**src/hw/free_counter_defs.svh**
```systemverilog
/*
  Offsets, field positions, reset values and timing figures of the
  free-running counter block.
  Assumes byte addresses on a 32-bit AHB-Lite bus, one word per register.
*/
`ifndef FREE_COUNTER_DEFS_SVH
`define FREE_COUNTER_DEFS_SVH

// ----------------------------------------------------------------
// Register offsets
// ----------------------------------------------------------------
`define OFS_COUNT_HIGH        8'h00
`define OFS_COUNT_LOW         8'h04
`define OFS_SHADOW_HIGH       8'h08
`define OFS_SHADOW_LOW        8'h0C
`define OFS_STATUS            8'h10
`define OFS_CONTROL_ONE       8'h14
`define OFS_CONTROL_TWO       8'h18
`define OFS_CONDITION_CODE    8'h1C
`define OFS_POWER             8'h20

// ----------------------------------------------------------------
// Field positions
// ----------------------------------------------------------------
`define BIT_OVERFLOW_FLAG     0
`define BIT_OVERFLOW_IRQ_EN   0
`define BIT_PRESCALE_LSB      0
`define BIT_PRESCALE_MSB      1
`define BIT_EDGE_SELECT       2
`define BIT_IRQ_MASK          3
`define BIT_HALT              0
`define BIT_WAIT              1

// ----------------------------------------------------------------
// Reset values and counts
// ----------------------------------------------------------------
`define COUNT_RELOAD          16'hFFFC
`define COUNT_TOP             16'hFFFF
`define RESET_CONTROL_TWO     8'h00
`define RESET_CONDITION_CODE  8'h08
`define EXT_MIN_EDGE_GAP      4

`endif

```
**src/hw/free_counter_pkg.sv**
```systemverilog
/*
  Types shared by the free-running counter modules.
  Assumes nothing beyond a SystemVerilog compiler.
*/
package free_counter_pkg;

  typedef enum logic [1:0] {
    PRESCALE_DIV2 = 2'b00,
    PRESCALE_DIV4 = 2'b01,
    PRESCALE_DIV8 = 2'b10,
    PRESCALE_EXT  = 2'b11
  } prescale_sel_t;

  typedef enum logic [1:0] {
    BUS_IDLE = 2'b00,
    BUS_DATA = 2'b01
  } bus_state_t;

  typedef struct packed {
    logic [7:0] offset;
    logic       write;
  } bus_req_t;

  typedef struct packed {
    prescale_sel_t prescale;
    logic          edge_rise;
  } clk_cfg_t;

endpackage : free_counter_pkg

```
**src/hw/ext_clock_sync.sv**
```systemverilog
/*
  Synchroniser and active-edge detector for the external counter clock.
  Assumes the pin is asynchronous to ref_clk and slower than a quarter
  of it.
*/
`timescale 1ns/1ps
`default_nettype none

module ext_clock_sync
  import free_counter_pkg::*;
#(
  parameter bit PIN_BONDED = 1'b1
) (
  input  wire logic ref_clk,
  input  wire logic reset,
  input  wire logic ext_clock_pin,
  input  wire logic edge_rise,
  output var  logic ext_tick
);

  logic       pin_level;
  logic       sync_first;
  logic       sync_second;
  logic       sync_prev;
  logic       rise_seen;
  logic       fall_seen;
  logic       active_edge;
  logic [1:0] settle;

  // Absent pin reads as constant one
  assign pin_level = PIN_BONDED ? ext_clock_pin : 1'b1;
  assign rise_seen = sync_second & ~sync_prev;
  assign fall_seen = ~sync_second & sync_prev;
  assign active_edge = edge_rise ? rise_seen : fall_seen;

  always_ff @(posedge ref_clk) begin
    if (reset) begin
      sync_first  <= 1'b1;
      sync_second <= 1'b1;
      sync_prev   <= 1'b1;
      settle      <= 2'h0;
      ext_tick    <= 1'b0;
    end else begin
      sync_first  <= pin_level;
      sync_second <= sync_first;
      sync_prev   <= sync_second;
      if (settle != 2'h3) begin
        settle <= settle + 2'h1;
      end
      // No edge until both stages hold real pin levels
      ext_tick    <= (settle == 2'h3) & active_edge;
    end
  end

endmodule : ext_clock_sync

`default_nettype wire

```
**src/hw/count_tick_gen.sv**
```systemverilog
/*
  Prescaler and clock selection: one-cycle count enables at ref_clk/2,
  /4, /8 or on each synchronised external edge.
  Assumes ext_tick is already synchronous to ref_clk.
*/
`timescale 1ns/1ps
`default_nettype none

module count_tick_gen
  import free_counter_pkg::*;
(
  input  wire logic          ref_clk,
  input  wire logic          reset,
  input  wire logic          run,
  input  wire logic          restart,
  input  wire prescale_sel_t prescale,
  input  wire logic          ext_tick,
  output var  logic          count_tick
);

  logic [2:0] div_cnt;
  logic [2:0] div_mask;
  logic       div_hit;
  logic       pick;

  assign div_mask = (prescale == PRESCALE_DIV2) ? 3'h1 :
                    (prescale == PRESCALE_DIV4) ? 3'h3 : 3'h7;
  assign div_hit  = (div_cnt & div_mask) == div_mask;
  // External source chosen when both select bits are set
  assign pick = (prescale == PRESCALE_EXT) ? ext_tick : div_hit;

  always_ff @(posedge ref_clk) begin
    if (reset || restart) begin
      div_cnt    <= 3'h0;
      count_tick <= 1'b0;
    end else if (run) begin
      div_cnt    <= div_cnt + 3'h1;
      count_tick <= pick;
    end else begin
      count_tick <= 1'b0;
    end
  end

endmodule : count_tick_gen

`default_nettype wire

```
**src/hw/free_counter.sv**
```systemverilog
/*
  16-bit free-running up-counter with prescaler, external clock input,
  two read views, low-byte buffering, overflow flag and interrupt, and
  halt/wait handling, reached over an AHB-Lite slave port.
  Assumes one AHB-Lite master, single word transfers, and ext_clock_pin
  asynchronous to ref_clk.
*/
// Contract
// - sixteen-bit up counter, high and low bytes
// - count at clock/2, /4, /8 or external
// - low-byte writes force count to FFFC
// - reset and reload value is FFFC
// - shadow view equal, never clears flag
// - high read first latches low byte
// - latched low frozen until low read
// - lone low read returns live byte
// - wrap FFFF to 0000 sets flag
// - interrupt needs enable and clear mask
// - status read then low access clears
// - wait mode changes nothing
// - halt freezes, resumes or restarts
// - code 11 selects external clock
// - edge select picks active pin edge
// - external ticks resynchronised to cpu clock
// - absent pin reads as one
`timescale 1ns/1ps
`default_nettype none
`include "free_counter_defs.svh"

module free_counter
  import free_counter_pkg::*;
#(
  parameter bit EXT_PIN_BONDED = 1'b1
) (
  input  wire logic        ref_clk,
  input  wire logic        reset,
  input  wire logic        hsel,
  input  wire logic [31:0] haddr,
  input  wire logic [1:0]  htrans,
  input  wire logic        hwrite,
  input  wire logic [2:0]  hsize,
  input  wire logic [31:0] hwdata,
  input  wire logic        hready,
  output var  logic [31:0] hrdata,
  output var  logic        hreadyout,
  output var  logic        hresp,
  input  wire logic        ext_clock_pin,
  input  wire logic        wake_request,
  output var  logic        overflow_irq
);

  // ----------------------------------------------------------------
  // State
  // ----------------------------------------------------------------
  bus_state_t  bus_state;
  bus_req_t    req;
  logic [15:0] count;
  logic [7:0]  low_buffer;
  logic        read_pending;
  logic        overflow_flag;
  logic        clear_armed;
  logic        overflow_irq_enable;
  clk_cfg_t    clk_cfg;
  logic        irq_mask;
  logic        halt_mode;
  logic        wait_mode;

  // ----------------------------------------------------------------
  // Decode of the data phase
  // ----------------------------------------------------------------
  logic        addr_take;
  logic        act;
  logic        act_rd;
  logic        act_wr;
  logic        hit_high;
  logic        hit_low;
  logic        hit_shadow_high;
  logic        hit_shadow_low;
  logic        hit_status;
  logic        hit_ctrl_one;
  logic        hit_ctrl_two;
  logic        hit_cc;
  logic        hit_power;
  logic        any_high_rd;
  logic        any_low_rd;
  logic        main_low_access;
  logic        low_write;
  logic [7:0]  low_view;
  logic [7:0]  read_byte;
  logic        wrap;
  logic        count_tick;
  logic        ext_tick;
  logic        run;
  logic        open_seq;

  function automatic logic hit(input logic [7:0] a, input logic [7:0] o);
    hit = (a == o);
  endfunction : hit

  assign addr_take = hsel & htrans[1] & hready;
  assign act       = (bus_state == BUS_DATA);
  assign act_rd    = act & ~req.write;
  assign act_wr    = act & req.write;

  assign hit_high        = hit(req.offset, `OFS_COUNT_HIGH);
  assign hit_low         = hit(req.offset, `OFS_COUNT_LOW);
  assign hit_shadow_high = hit(req.offset, `OFS_SHADOW_HIGH);
  assign hit_shadow_low  = hit(req.offset, `OFS_SHADOW_LOW);
  assign hit_status      = hit(req.offset, `OFS_STATUS);
  assign hit_ctrl_one    = hit(req.offset, `OFS_CONTROL_ONE);
  assign hit_ctrl_two    = hit(req.offset, `OFS_CONTROL_TWO);
  assign hit_cc          = hit(req.offset, `OFS_CONDITION_CODE);
  assign hit_power       = hit(req.offset, `OFS_POWER);

  // Both views read the same count
  assign any_high_rd = act_rd & (hit_high | hit_shadow_high);
  assign any_low_rd  = act_rd & (hit_low | hit_shadow_low);
  // Only the main low byte takes part in clearing the flag
  assign main_low_access = act & hit_low;
  assign low_write = act_wr & (hit_low | hit_shadow_low);
  // High read opens a sequence only when none is open
  assign open_seq = any_high_rd & ~read_pending;

  // Buffered byte while a sequence is open, live byte otherwise
  assign low_view = read_pending ? low_buffer : count[7:0];

  assign wrap = count_tick & (count == `COUNT_TOP);

  assign read_byte =
      (hit_high | hit_shadow_high) ? count[15:8] :
      (hit_low | hit_shadow_low)   ? low_view :
      hit_status   ? {7'h00, overflow_flag} :
      hit_ctrl_one ? {7'h00, overflow_irq_enable} :
      hit_ctrl_two ? {5'h00, clk_cfg.edge_rise, clk_cfg.prescale} :
      hit_cc       ? {4'h0, irq_mask, 3'h0} :
      hit_power    ? {6'h00, wait_mode, halt_mode} : 8'h00;

  // Halt freezes prescaler and counter; wait has no effect
  assign run = ~halt_mode;

  // ----------------------------------------------------------------
  // Clock path
  // ----------------------------------------------------------------
  // Pin edges counted only after resampling on ref_clk
  ext_clock_sync #(
    .PIN_BONDED (EXT_PIN_BONDED)
  ) u_ext_sync (
    .ref_clk       (ref_clk),
    .reset         (reset),
    .ext_clock_pin (ext_clock_pin),
    .edge_rise     (clk_cfg.edge_rise),
    .ext_tick      (ext_tick)
  );

  count_tick_gen u_tick (
    .ref_clk    (ref_clk),
    .reset      (reset),
    .run        (run),
    .restart    (low_write),
    .prescale   (clk_cfg.prescale),
    .ext_tick   (ext_tick),
    .count_tick (count_tick)
  );

  // ----------------------------------------------------------------
  // AHB-Lite slave: one wait state, data from flops
  // ----------------------------------------------------------------
  always_ff @(posedge ref_clk) begin
    if (reset) begin
      bus_state  <= BUS_IDLE;
      req        <= '0;
      hreadyout  <= 1'b1;
      hrdata     <= 32'h0000_0000;
      hresp      <= 1'b0;
    end else begin
      case (bus_state)
        BUS_IDLE: begin
          if (addr_take) begin
            bus_state  <= BUS_DATA;
            req.offset <= haddr[7:0];
            req.write  <= hwrite;
            hreadyout  <= 1'b0;
          end
        end
        BUS_DATA: begin
          bus_state <= BUS_IDLE;
          hreadyout <= 1'b1;
          hrdata    <= req.write ? 32'h0000_0000 : {24'h000000, read_byte};
        end
        default: begin
          bus_state <= BUS_IDLE;
          hreadyout <= 1'b1;
        end
      endcase
    end
  end

  // ----------------------------------------------------------------
  // Counter
  // ----------------------------------------------------------------
  always_ff @(posedge ref_clk) begin
    if (reset) begin
      count <= `COUNT_RELOAD;
    end else if (low_write) begin
      count <= `COUNT_RELOAD;
    end else if (count_tick) begin
      count <= count + 16'h0001;
    end
  end

  // ----------------------------------------------------------------
  // 16-bit read sequence
  // ----------------------------------------------------------------
  always_ff @(posedge ref_clk) begin
    if (reset) begin
      low_buffer   <= 8'h00;
      read_pending <= 1'b0;
    end else if (open_seq) begin
      low_buffer   <= count[7:0];
      read_pending <= 1'b1;
    end else if (any_low_rd) begin
      read_pending <= 1'b0;
    end
  end

  // ----------------------------------------------------------------
  // Overflow flag
  // ----------------------------------------------------------------
  logic        flag_clear;
  logic        arm_clear;
  logic        irq_due;

  assign flag_clear = main_low_access & clear_armed;
  assign arm_clear  = act_rd & hit_status & overflow_flag;
  // Stays pending until enable set and mask clear
  assign irq_due = overflow_flag & overflow_irq_enable & ~irq_mask;

  // Set wins over a clear in the same cycle
  always_ff @(posedge ref_clk) begin
    if (reset) begin
      overflow_flag <= 1'b0;
    end else if (wrap) begin
      overflow_flag <= 1'b1;
    end else if (flag_clear) begin
      overflow_flag <= 1'b0;
    end
  end

  // ----------------------------------------------------------------
  // Clear sequence: status read with flag set, then low access
  // ----------------------------------------------------------------
  always_ff @(posedge ref_clk) begin
    if (reset) begin
      clear_armed <= 1'b0;
    end else if (arm_clear) begin
      clear_armed <= 1'b1;
    end else if (main_low_access) begin
      clear_armed <= 1'b0;
    end
  end

  // ----------------------------------------------------------------
  // Overflow interrupt
  // ----------------------------------------------------------------
  always_ff @(posedge ref_clk) begin
    if (reset) begin
      overflow_irq <= 1'b0;
    end else begin
      overflow_irq <= irq_due;
    end
  end

  // ----------------------------------------------------------------
  // Control register strobes
  // ----------------------------------------------------------------
  logic        wr_ctrl_one;
  logic        wr_ctrl_two;
  logic        wr_cc;
  logic        wr_power;
  logic        next_halt_mode;

  assign wr_ctrl_one = act_wr & hit_ctrl_one;
  assign wr_ctrl_two = act_wr & hit_ctrl_two;
  assign wr_cc       = act_wr & hit_cc;
  assign wr_power    = act_wr & hit_power;

  // Wake by interrupt resumes from the held count
  assign next_halt_mode = (wake_request | overflow_irq) ? 1'b0 :
                          wr_power ? hwdata[`BIT_HALT] : halt_mode;

  // ----------------------------------------------------------------
  // Interrupt enable
  // ----------------------------------------------------------------
  always_ff @(posedge ref_clk) begin
    if (reset) begin
      overflow_irq_enable <= 1'b0;
    end else if (wr_ctrl_one) begin
      overflow_irq_enable <= hwdata[`BIT_OVERFLOW_IRQ_EN];
    end
  end

  // ----------------------------------------------------------------
  // Clock selection
  // ----------------------------------------------------------------
  always_ff @(posedge ref_clk) begin
    if (reset) begin
      clk_cfg <= clk_cfg_t'(`RESET_CONTROL_TWO);
    end else if (wr_ctrl_two) begin
      clk_cfg.prescale  <= prescale_sel_t'(
                             hwdata[`BIT_PRESCALE_MSB:`BIT_PRESCALE_LSB]);
      clk_cfg.edge_rise <= hwdata[`BIT_EDGE_SELECT];
    end
  end

  // ----------------------------------------------------------------
  // Interrupt mask
  // ----------------------------------------------------------------
  always_ff @(posedge ref_clk) begin
    if (reset) begin
      irq_mask <= 1'(`RESET_CONDITION_CODE >> `BIT_IRQ_MASK);
    end else if (wr_cc) begin
      irq_mask <= hwdata[`BIT_IRQ_MASK];
    end
  end

  // ----------------------------------------------------------------
  // Power modes
  // ----------------------------------------------------------------
  always_ff @(posedge ref_clk) begin
    if (reset) begin
      halt_mode <= 1'b0;
      wait_mode <= 1'b0;
    end else begin
      halt_mode <= next_halt_mode;
      // Wait is only stored; counting goes on
      if (wr_power) begin
        wait_mode <= hwdata[`BIT_WAIT];
      end
    end
  end

endmodule : free_counter

`default_nettype wire

```
**config.mk**
```make
export PLATFORM = sky130hd
export DESIGN_NAME = free_counter
export DESIGN_NICKNAME = d
export VERILOG_FILES = /design/src/hw/free_counter_pkg.sv /design/src/hw/ext_clock_sync.sv /design/src/hw/count_tick_gen.sv /design/src/hw/free_counter.sv
export VERILOG_INCLUDE_DIRS = /design/src /design/src/hw
export SDC_FILE = /design/constraint.sdc
export NUM_CORES = 1
export LEC_CHECK = 0
export BUFFER_PORTS_ARGS = -buffer_cell sky130_fd_sc_hd__buf_4
export CORE_UTILIZATION = 40
export CTS_CLUSTER_SIZE = 40
export DETAILED_ROUTE_END_ITERATION = 12
export PLACE_DENSITY = 0.76
export SLEW_MARGIN = 10
export SYNTH_ARGS = -nofsm -noshare
export SYNTH_HDL_FRONTEND = slang
export SYNTH_SLANG_ARGS = --single-unit
```
**constraint.sdc**
```tcl
create_clock -name ref_clk -period 4.16 [get_ports ref_clk]
set_input_delay 0.832 -clock ref_clk [delete_from_list [all_inputs] [get_ports ref_clk]]
set_output_delay 0.832 -clock ref_clk [all_outputs]
set_load 0.01 [all_outputs]
```
### Word level (Yosys, flattened, before mapping)

Index checks and enable logic that the tools add are counted.

* $add $sub $neg: 3
* equal/unequal tests: 14
* multiplexer cells: 19
* bitwise logic cells: 32
* reduce and logical (&&, ||, !) cells: 12

Operator list (number)
* $eq A8 B5 Y1 const B: 4
* $mux W8: 4
* $and A1 B1 Y1: 22
* $add A16 B1 Y16 const B: 1
* $eq A16 B16 Y1 const B: 1
* $eq A8 B4 Y1 const B: 2
* $mux W4: 4
* $eq A8 B3 Y1 const B: 1
* $eq A8 B6 Y1 const B: 1
* $logic_not A8 Y1: 1
* $mux W1: 8
* $reduce_or A2 Y1: 4
* $mux W3: 2
* $not A1 Y1: 6
* $reduce_bool A2 Y1: 3
* $eq A2 B2 Y1 const B: 2
* $logic_not A2 Y1: 2
* $add A3 B1 Y3 const B: 1
* $and A3 B3 Y3: 1
* $eq A3 B3 Y1: 1
* $or A1 B1 Y1: 3
* $add A2 B1 Y2 const B: 1
* $eq A2 B1 Y1 const B: 1
* $mux W2: 1
* 3 further kinds: 3

* register bits: 88
* bits of input ports: 76
* output and inout bits: 35
* word-level logic and storage cells: 104

### Logic depth before layout (Yosys ltp)

Gate-level depths: netlist (run 1).

* word-level depth: 9
* depth in mapped cells: 6
* gate-level depth less buffers: 5

### Cells and area by module

Synthesis (run 1) repeated with hierarchy kept, for this count alone.

* cell total of the unflattened synthesis: 351
* area total of the unflattened synthesis: 3046.7 um^2

By module, submodules not included
* free_counter: instances 1, cells an instance 314, area each 2655.0 um^2, seq. area each 1081.0 um^2
* ext_clock_sync: instances 1, cells an instance 18, area each 209.0 um^2, seq. area each 120.1 um^2
* count_tick_gen: instances 1, cells an instance 19, area each 182.7 um^2, seq. area each 80.1 um^2

### Worst setup path before layout (run 1)

Ideal clock, no wire load.

* kind: input port to flip-flop
* start: input port reset
* end: register hrdata[0]
* setup time: 79 ps
* data arrival time: 1700 ps
* setup slack: 2381 ps
* cell stages on the path: 4
* path buffers: 0
* cell sequence: nor3b_1 -> o31ai_1 -> a211o_1 -> o211ai_1

RTL lines
* start, declared: RTL line free_counter.sv:36 `input wire logic reset,`
* end signal, assigned: RTL line free_counter.sv:188 `hrdata <= req.write ? 32'h0000_0000 : {24'h000000, read_byte};`
* end, declared: RTL line free_counter.sv:44 `output var logic [31:0] hrdata,`

### Worst setup path in the final report (run 1)

* start: register req[5] (netlist name)
* end: register low_buffer[2]

* word-level cells in the longest chain between the ends: 4
* elaborated cells on any way between the ends: 5

RTL lines
* start, declared: RTL line free_counter.sv:56 `bus_req_t req;`
* $eq A8 B4 Y1 or $logic_not A8 Y1 (tied branches): RTL line free_counter.sv:97 `hit = (a == o);`
* $or A1 B1 Y1 (*): RTL line free_counter.sv:116 `assign any_high_rd = act_rd & (hit_high | hit_shadow_high);`
* $and A1 B1 Y1 (*): RTL line free_counter.sv:116
* $and A1 B1 Y1 (*): RTL line free_counter.sv:122 `assign open_seq = any_high_rd & ~read_pending;`
* end signal, assigned: RTL line free_counter.sv:219 `low_buffer <= count[7:0];`
* end, declared: RTL line free_counter.sv:58 `logic [7:0] low_buffer;`

Mark *: on every way between the ends. The rest lies on a longest branch, timed or not.
A chain may end at the register's enable or synchronous reset.

==> flow_summary.json, run 1 <==
{
  "clk_latency_ps": 340,
  "cts_hold_buf": 0,
  "timing.hold.ws_ps": 414,
  "fin_crit_sh_pct": 53.7,
  "cts-root-buf": "clkbuf_8",
  "syn2layout_area_growth_pct": 10.5,
  "yosys_warnings": 0,
  "min_from": "u_ext_sync.sync_first$_SDFF_PP1_",
  "p_leak_nw": 1.35,
  "ios": 111,
  "gp_congestion": 0.909,
  "firstDrtPassIters": 4,
  "synth_flop_cell": "dfxtp_1",
  "dp.cells": 459,
  "diodes": 0,
  "status": "finished, final reports clean",
  "cp_cell_sequence": "or4_4 > nor4_4 > mux2i_1 > nor2_1",
  "final_area_um2": 3420,
  "skew_ps": 9.96,
  "crit_path_max_incr_delay_ps": 740,
  "crit_required_ps": 4370,
  "numPortBuffers": 29,
  "max_freq_ghz": 0.447,
  "die_area_um2": 8090,
  "first_global_vias": 2220,
  "ys_ff_latch": 64,
  "fin_cells": 473,
  "cp.arrival_ps": 2450,
  "finalPower_mw": 1.20,
  "yosysUniqueCellTypes": 57,
  "cts_tree": "built",
  "die_h_um": 90.0,
  "drtIter0Drc": 123,
  "routed_wl_um": 6180,
  "slew-limit-headroom_pct": 30.4,
  "synth_edf_count": 0,
  "routedWlPerCell_um": 13.1,
  "fp.coreArea_um2": 7370,
  "power_density_nw_per_um2": 350,
  "seq_area_um2": 1280,
  "finalCriticalPeriod_ps": 2230,
  "fin_nets": 450,
  "worst-setup-path-type": "flip-flop to flip-flop",
  "initial_core_util_pct": 42.0,
  "postSynth.asyncResetShare_pct": 0,
  "dp_hpwl_um": 4430,
  "dpl-instance-area_um2": 3260,
  "avgSynthCellArea_um2": 8.92,
  "yosysSeqAreaShare_pct": 41.4,
  "cts_buffers": 9,
  "rsz0062_at_grt": "no",
  "clockBufferDepth": 2,
  "syn_area_um2": 3090,
  "critPathLaunch": "req[5]$_SDFFE_PP0P_",
  "grt_pass1_wl_um": 10400,
  "row_count": 31,
  "r2r-start": "req[5]$_SDFFE_PP0P_",
  "end_kind": "flip-flop",
  "n_fill_cell": 734,
  "tns_ps": 0,
  "slowest_stage": "nor4_4",
  "die_x_um": 90.0,
  "worst_pin_slew_ps": 1040,
  "crit_fanout": 13,
  "drc": 0,
  "hold_viol": 0,
  "gr-usage-all-layers_pct": 16.2,
  "htreeDepth": 3,
  "worstSetupStartpointType": "flip-flop",
  "via_per_inst": 5.09,
  "drive_gt1_share_pct": 14.4,
  "cts.sinks": 64,
  "gr-total-overflow": 0,
  "cts_resized": 0,
  "multi_input_area_um2": 1630,
  "setup_viol": 0,
  "cts_setup_buffers": 0,
  "clkTransAtPathRegs_ps": 60,
  "vias": 2407,
  "antenna_left": 0,
  "grt_max_degree": 42,
  "max_cap_viol_count": 0,
  "syn_inst": 347,
  "irDropWorstVdd_uv": 174,
  "antenna_found_initial": 0,
  "drv_slew": 0,
  "hold_class": "flip-flop to flip-flop"
}
metal layers:
metal  track usage [%]  wire length (um)  vias up  share of wire, %
li1                  -                 -     1218                 -
met1              20.7              2960     1110                48
met2              25.3              2840       67                46
met3              2.62               247       12               4.0
met4              10.9               137        0               2.2
met5                 0                 0        -                 0
worst max-delay path, delay by kind of cell, from the launching register on:
| family | cells | cell delay (ps) |
|---|---|---|
| and+or+nand+nor | 3 | 1460 |
| DFF | 1 | 340 |
| muxes | 1 | 280 |
cell usage in the layout, fill, tap and decap left out, types with 2 or more instances in the layout:
cell type	netlist	final
dfxtp_1	64	64
nand2_1	50	50
nor2_1	29	29
buf_4	25	29
conb_1	1	25
mux2i_1	22	22
a21oi_1	18	18
clkbuf_8	0	10
nand3_1	9	9
nor2b_1	8	8
nand4_1	8	8
xor2_1	7	7
xnor2_1	7	7
and3_1	6	6
nor3_1	5	5
o21ai_0	5	5
a31oi_1	4	4
mux2_2	4	4
o31ai_1	4	4
nor4_1	4	4
or3_1	3	3
inv_1	3	3
or2_2	3	3
ha_1	3	3
clkbuf_1	11	3
nor4_4	2	2
o21ai_1	2	2
nor4b_1	2	2
o211ai_1	2	2
a211o_1	2	2
and2_1	2	2
and4_1	2	2
or4_1	2	2
nand2b_1	2	2
layout make-up:
type | count | area share [%]
clock buffer | 13 | 4.36
multi-input combinational | 264 | 47.7
timing repair buffer | 29 | 6.37
tap | 99 | 3.62
sequential | 64 | 37.5
clock inverter | 1 | 0.146
inverter | 3 | 0.329
per-stage QoR:
| step | setup WS (ps) | util [%] |
|---|---|---|
| 2_1_floorplan | 2380 | - |
| 3_3_place_gp | 1850 | 44.3 |
| 3_5_place_dp | 1770 | 44.3 |
| 4_1_cts | 1890 | 46.4 |
| 5_1_grt | 1850 | 46.4 |
| 6_report | 1930 | 46.4 |
Yosys cell counts (all sizes together), types with 3 or more instances:
master   n  share of area (%)
nor4     7                2.6
nand3    9                1.5
or2      4               0.81
nand4    8                1.6
nor2b    8                1.6
o31ai    5                1.7
nor2    29                3.5
a21oi   18                2.9
or3      3               0.61
xor2     7                2.0
buf     29                7.1
nor4b    3                1.1
o21ai    7                1.1
xnor2    7                2.0
dfxtp   64                 41
a31oi    4               0.81
nor3     6                1.1
and3     6                1.2
mux2i   22                7.1
mux2     4                1.5
nand2   50                6.1
ha       3                1.2
inv      3               0.36
or4      3               0.85
clkbuf  11                1.3
registers in the layout, indices dropped and copies added, names as in the netlist, 2 cells and up:
name and cells:
hrdata 8, req 9, count 16, clk_cfg 3, low_buffer 8, u_ext_sync.settle 2, u_tick.div_cnt 3
worst paths after layout:
path,endpoint,slack (ps),cells past startpoint
max,low_buffer[2]$_SDFFE_PP0P_,1930,4
min,u_ext_sync.sync_second$_SDFF_PP1_,410,1
max reg2reg,low_buffer[2]$_SDFFE_PP0P_,1930,4
min reg2reg,u_ext_sync.sync_second$_SDFF_PP1_,410,1
logic make-up (layout without fill, tap and decap cells):
group                    Yosys count  count (layout)  synth area share [%]
AO/OA/AOI/OAI                     49              49                  10.6
buffers and inverters             43              46                  8.82
flip-flops                        64              64                  41.4
AND/OR/NAND/NOR                  147             147                  25.4
other                              1              25                 0.121
adder cells (fa/ha/maj)            3               3                  1.21
XOR/XNOR                          14              14                  3.96
multiplexers                      26              26                  8.57
power by group:
part           switching (mW)  internal [mW]
logic                  0.0631         0.0464
registers              0.0190          0.632
clock network           0.211          0.225
(Power assumes the default switching activity.)
==> run 2: changes to the inputs <==
--- a/config.mk
+++ b/config.mk
@@ -6,11 +6,12 @@
 export SDC_FILE = /design/constraint.sdc
 export NUM_CORES = 1
 export LEC_CHECK = 0
+export ABC_AREA = 1
 export BUFFER_PORTS_ARGS = -buffer_cell sky130_fd_sc_hd__buf_4
 export CORE_UTILIZATION = 40
 export CTS_CLUSTER_SIZE = 40
 export DETAILED_ROUTE_END_ITERATION = 12
-export PLACE_DENSITY = 0.76
+export PLACE_DENSITY = 0.78
 export SLEW_MARGIN = 10
 export SYNTH_ARGS = -nofsm -noshare
 export SYNTH_HDL_FRONTEND = slang
==> constraint.sdc (replaced) <==
create_clock -name ref_clk -period 2 [get_ports ref_clk]
set_input_delay 0.4 -clock ref_clk [delete_from_list [all_inputs] [get_ports ref_clk]]
set_output_delay 0.4 -clock ref_clk [all_outputs]
set_load 0.01 [all_outputs]
==> run 2 against run 1 <==
Routed wire length up 8.2%; first-iteration DRC count grew 41%; synthesized cell count increased by 24%; core utilization rose by 1.8 points; final area is 4.4% higher.
==> flow_summary.json, run 2 <==
{
  "crit_fanout": 6,
  "rsz0062_at_grt": "no",
  "first_global_vias": 2521,
  "cts_resized": 0,
  "drc": 0,
  "die_x_um": 90.7,
  "p_int_mw": 2.05,
  "cts.sinks": 64,
  "critPathTopFamily": "simple AND/OR/NAND/NOR gates",
  "postSynth.asyncResetShare_pct": 0,
  "row_count": 31,
  "drive_gt1_share_pct": 15.8,
  "synth-xor-area-share_pct": 2.51,
  "synth_compound_area_share_pct": 12.7,
  "firstDrtPassIters": 5,
  "max_freq_ghz": 0.600,
  "fin_nets": 542,
  "routed_wl_um": 6690,
  "end_kind": "flip-flop",
  "layout_common_cells": "nand2_1, dfxtp_1, inv_1",
  "synth_mux_area_share_pct": 0,
  "setup_viol": 0,
  "final_common_cell": "nand2_1",
  "r2r_cells": 7,
  "cts-root-buf": "clkbuf_8",
  "crit_required_ps": 2240,
  "grt_pass1_wl_um": 11300,
  "n_fill_cell": 720,
  "clk_latency_ps": 340,
  "skew_ps": 7.29,
  "p_leak_nw": 1.66,
  "vias": 2735,
  "cts_buffers": 9,
  "cts_setup_buffers": 0,
  "hold_class": "input port to flip-flop",
  "timing.rr.end": "count[12]$_SDFFE_PP1P_",
  "avgSynthCellArea_um2": 7.33,
  "syn_inst": 429,
  "worst-setup-path-type": "flip-flop to flip-flop",
  "yosysUniqueCellTypes": 35,
  "syn2layout_area_growth_pct": 13.5,
  "synth_edf_count": 0,
  "yosys_warnings": 0,
  "ys_ff_latch": 64,
  "p_comb_share_pct": 9.8,
  "synth_flop_cell": "dfxtp_1",
  "status": "finished, final reports clean",
  "yosys-top-cells-area": "dfxtp_1, nand2_1, buf_4",
  "crit_path_max_incr_delay_ps": 450,
  "finalCriticalPeriod_ps": 1670,
  "hold_depth": 2,
  "clockBufferDepth": 2,
  "antenna_left": 0,
  "gr-usage-all-layers_pct": 17.3,
  "fin_crit_sh_pct": 83.3,
  "synth-adder-area-share_pct": 1.19,
  "via_per_inst": 4.82,
  "cp_common_cell": "nor2_1",
  "met1_usage_pct": 21.4,
  "power_frac_clock_pct": 41.0,
  "critPathBufInv": 0,
  "gp_congestion": 0.902,
  "ios": 111,
  "grt_use_met3_pct": 5.56,
  "tns_ps": 0,
  "gr-total-overflow": 0,
  "synth.top_cell.area_share_pct": 40.7,
  "drv_slew": 0,
  "synth.most_common_cell": "nand2_1",
  "worstSetupStartpointType": "flip-flop",
  "die_area_um2": 8220,
  "die_h_um": 90.7,
  "power_density_nw_per_um2": 765,
  "slowest_stage": "dfxtp_1",
  "yosys.area_share.simple_pct": 29.5,
  "dp_hpwl_um": 4870,
  "synth_commonest_cells": "nand2_1, dfxtp_1, inv_1, a21oi_1, nor2_1",
  "syn_area_um2": 3140,
  "drtIter0Drc": 173,
  "cts_hold_buf": 0,
  "r2r-start": "count[0]$_SDFFE_PP0P_",
  "rrSetupSlack_ps": 330,
  "cts_tree": "built",
  "htreeDepth": 3,
  "diodes": 0,
  "initial_core_util_pct": 42.4,
  "cp_cell_sequence": "ha_1 > nand2_1 > nor2_1 > nand4_1 > nor2_1 > xnor2_1 > nand2_2",
  "max_cap_viol_count": 0,
  "grt_use_met2_pct": 28.0,
  "yosysSeqAreaShare_pct": 40.7,
  "post-route-util_pct": 48.2,
  "seq_power_share_pct": 49.2,
  "hold_viol": 0,
  "routedWlPerCell_um": 11.8,
  "switching_share_pct": 24.8,
  "largest_reg_flops": 16,
  "regMostFlops": "count",
  "cp.arrival_ps": 1900,
  "holdPathEnd": "u_ext_sync.sync_first$_SDFF_PP1_",
  "top_regs": "count: 16 flops, req: 9 flops",
  "grt_max_degree": 21,
  "clkTransAtPathRegs_ps": 70,
  "min_from": "ext_clock_pin",
  "numPortBuffers": 29,
  "synth_area_leader_cell": "dfxtp_1",
  "p_sw_mw": 0.678,
  "synth_top_family_by_area": "simple AND/OR/NAND/NOR gates",
  "antenna_found_initial": 0,
  "fp.coreArea_um2": 7410,
  "irDropWorstVdd_uv": 322,
  "busiest_layer": "met2"
}
run 2: cell types whose count changed in the layout (fill, tap and decap cells not counted), sizes merged, moves of 5 or more:
| cell | change |
|---|---|
| nor2b | -8 |
| o21ai | +26 |
| a21oi | +16 |
| mux2i | -22 |
| inv | +46 |
| nor2 | +12 |
| o31ai | -5 |
| xnor2 | -5 |
| nand3 | +25 |
| and3 | -6 |
| nand2 | +49 |
run 2: area by class of cell:
class                           instances  area (um2)  share of cell area (%)
Inverter                               50         194                    5.44
Clock inverter                          3        40.0                    1.12
Clock buffer                           13         159                    4.45
Sequential cell                        64        1280                    35.9
Timing Repair Buffer                   31         233                    6.52
Tap cell                               99         124                    3.47
Multi-Input combinational cell        307        1540                    43.1
run 2: worst max path at each step:
stage | from | end | slack, ps | depth (start not counted)
after global placement | count[0]$_SDFFE_PP0P_ | count[12]$_SDFFE_PP1P_ | 420 | 7
final | count[0]$_SDFFE_PP0P_ | count[12]$_SDFFE_PP1P_ | 330 | 7
after CTS | count[0]$_SDFFE_PP0P_ | count[12]$_SDFFE_PP1P_ | 370 | 7
after global routing | count[0]$_SDFFE_PP0P_ | count[12]$_SDFFE_PP1P_ | 220 | 7
after floorplan | count[0]$_SDFFE_PP0P_ | count[12]$_SDFFE_PP1P_ | 630 | 7
after detailed placement | count[0]$_SDFFE_PP0P_ | count[12]$_SDFFE_PP1P_ | 390 | 7
run 2: through the flow:
step                      hold slack [ps]  total power [mW]  std cells  worst slack (ps)  cell area [um2]
after floorplan                       389              1.59        453               627             3230
after global placement                393              1.63        551               418             3370
after detailed placement              396              1.64        551               390             3370
after CTS                             225              2.76        567               369             3570
after global routing                  232              2.85        567               222             3570
final                                 243              2.73        567               335             3570
run 2: per-layer routing:
metal | routed length (um) | part of all wire, %
met5 | 0 | 0
met4 | 72 | 1.1
met3 | 488 | 7.3
met2 | 3070 | 46
met1 | 3070 | 46
run 2: logic make-up (layout without fill, tap and decap cells):
kind of cell,count (synthesis),in the layout
buffers and inverters,82,97
AND/OR/NAND/NOR,196,196
adder cells (fa/ha/maj),3,3
other,1,25
AO/OA/AOI/OAI,74,74
flip-flops,64,64
XOR/XNOR,9,9
run 2: power groups by stage:
stage	combinational, mW	sequential [mW]	clock [mW]
after floorplan	0.224	1.37	0
after global placement	0.258	1.37	0
after detailed placement	0.266	1.37	0
after CTS	0.267	1.34	1.15
after global routing	0.302	1.35	1.20
final	0.266	1.34	1.12
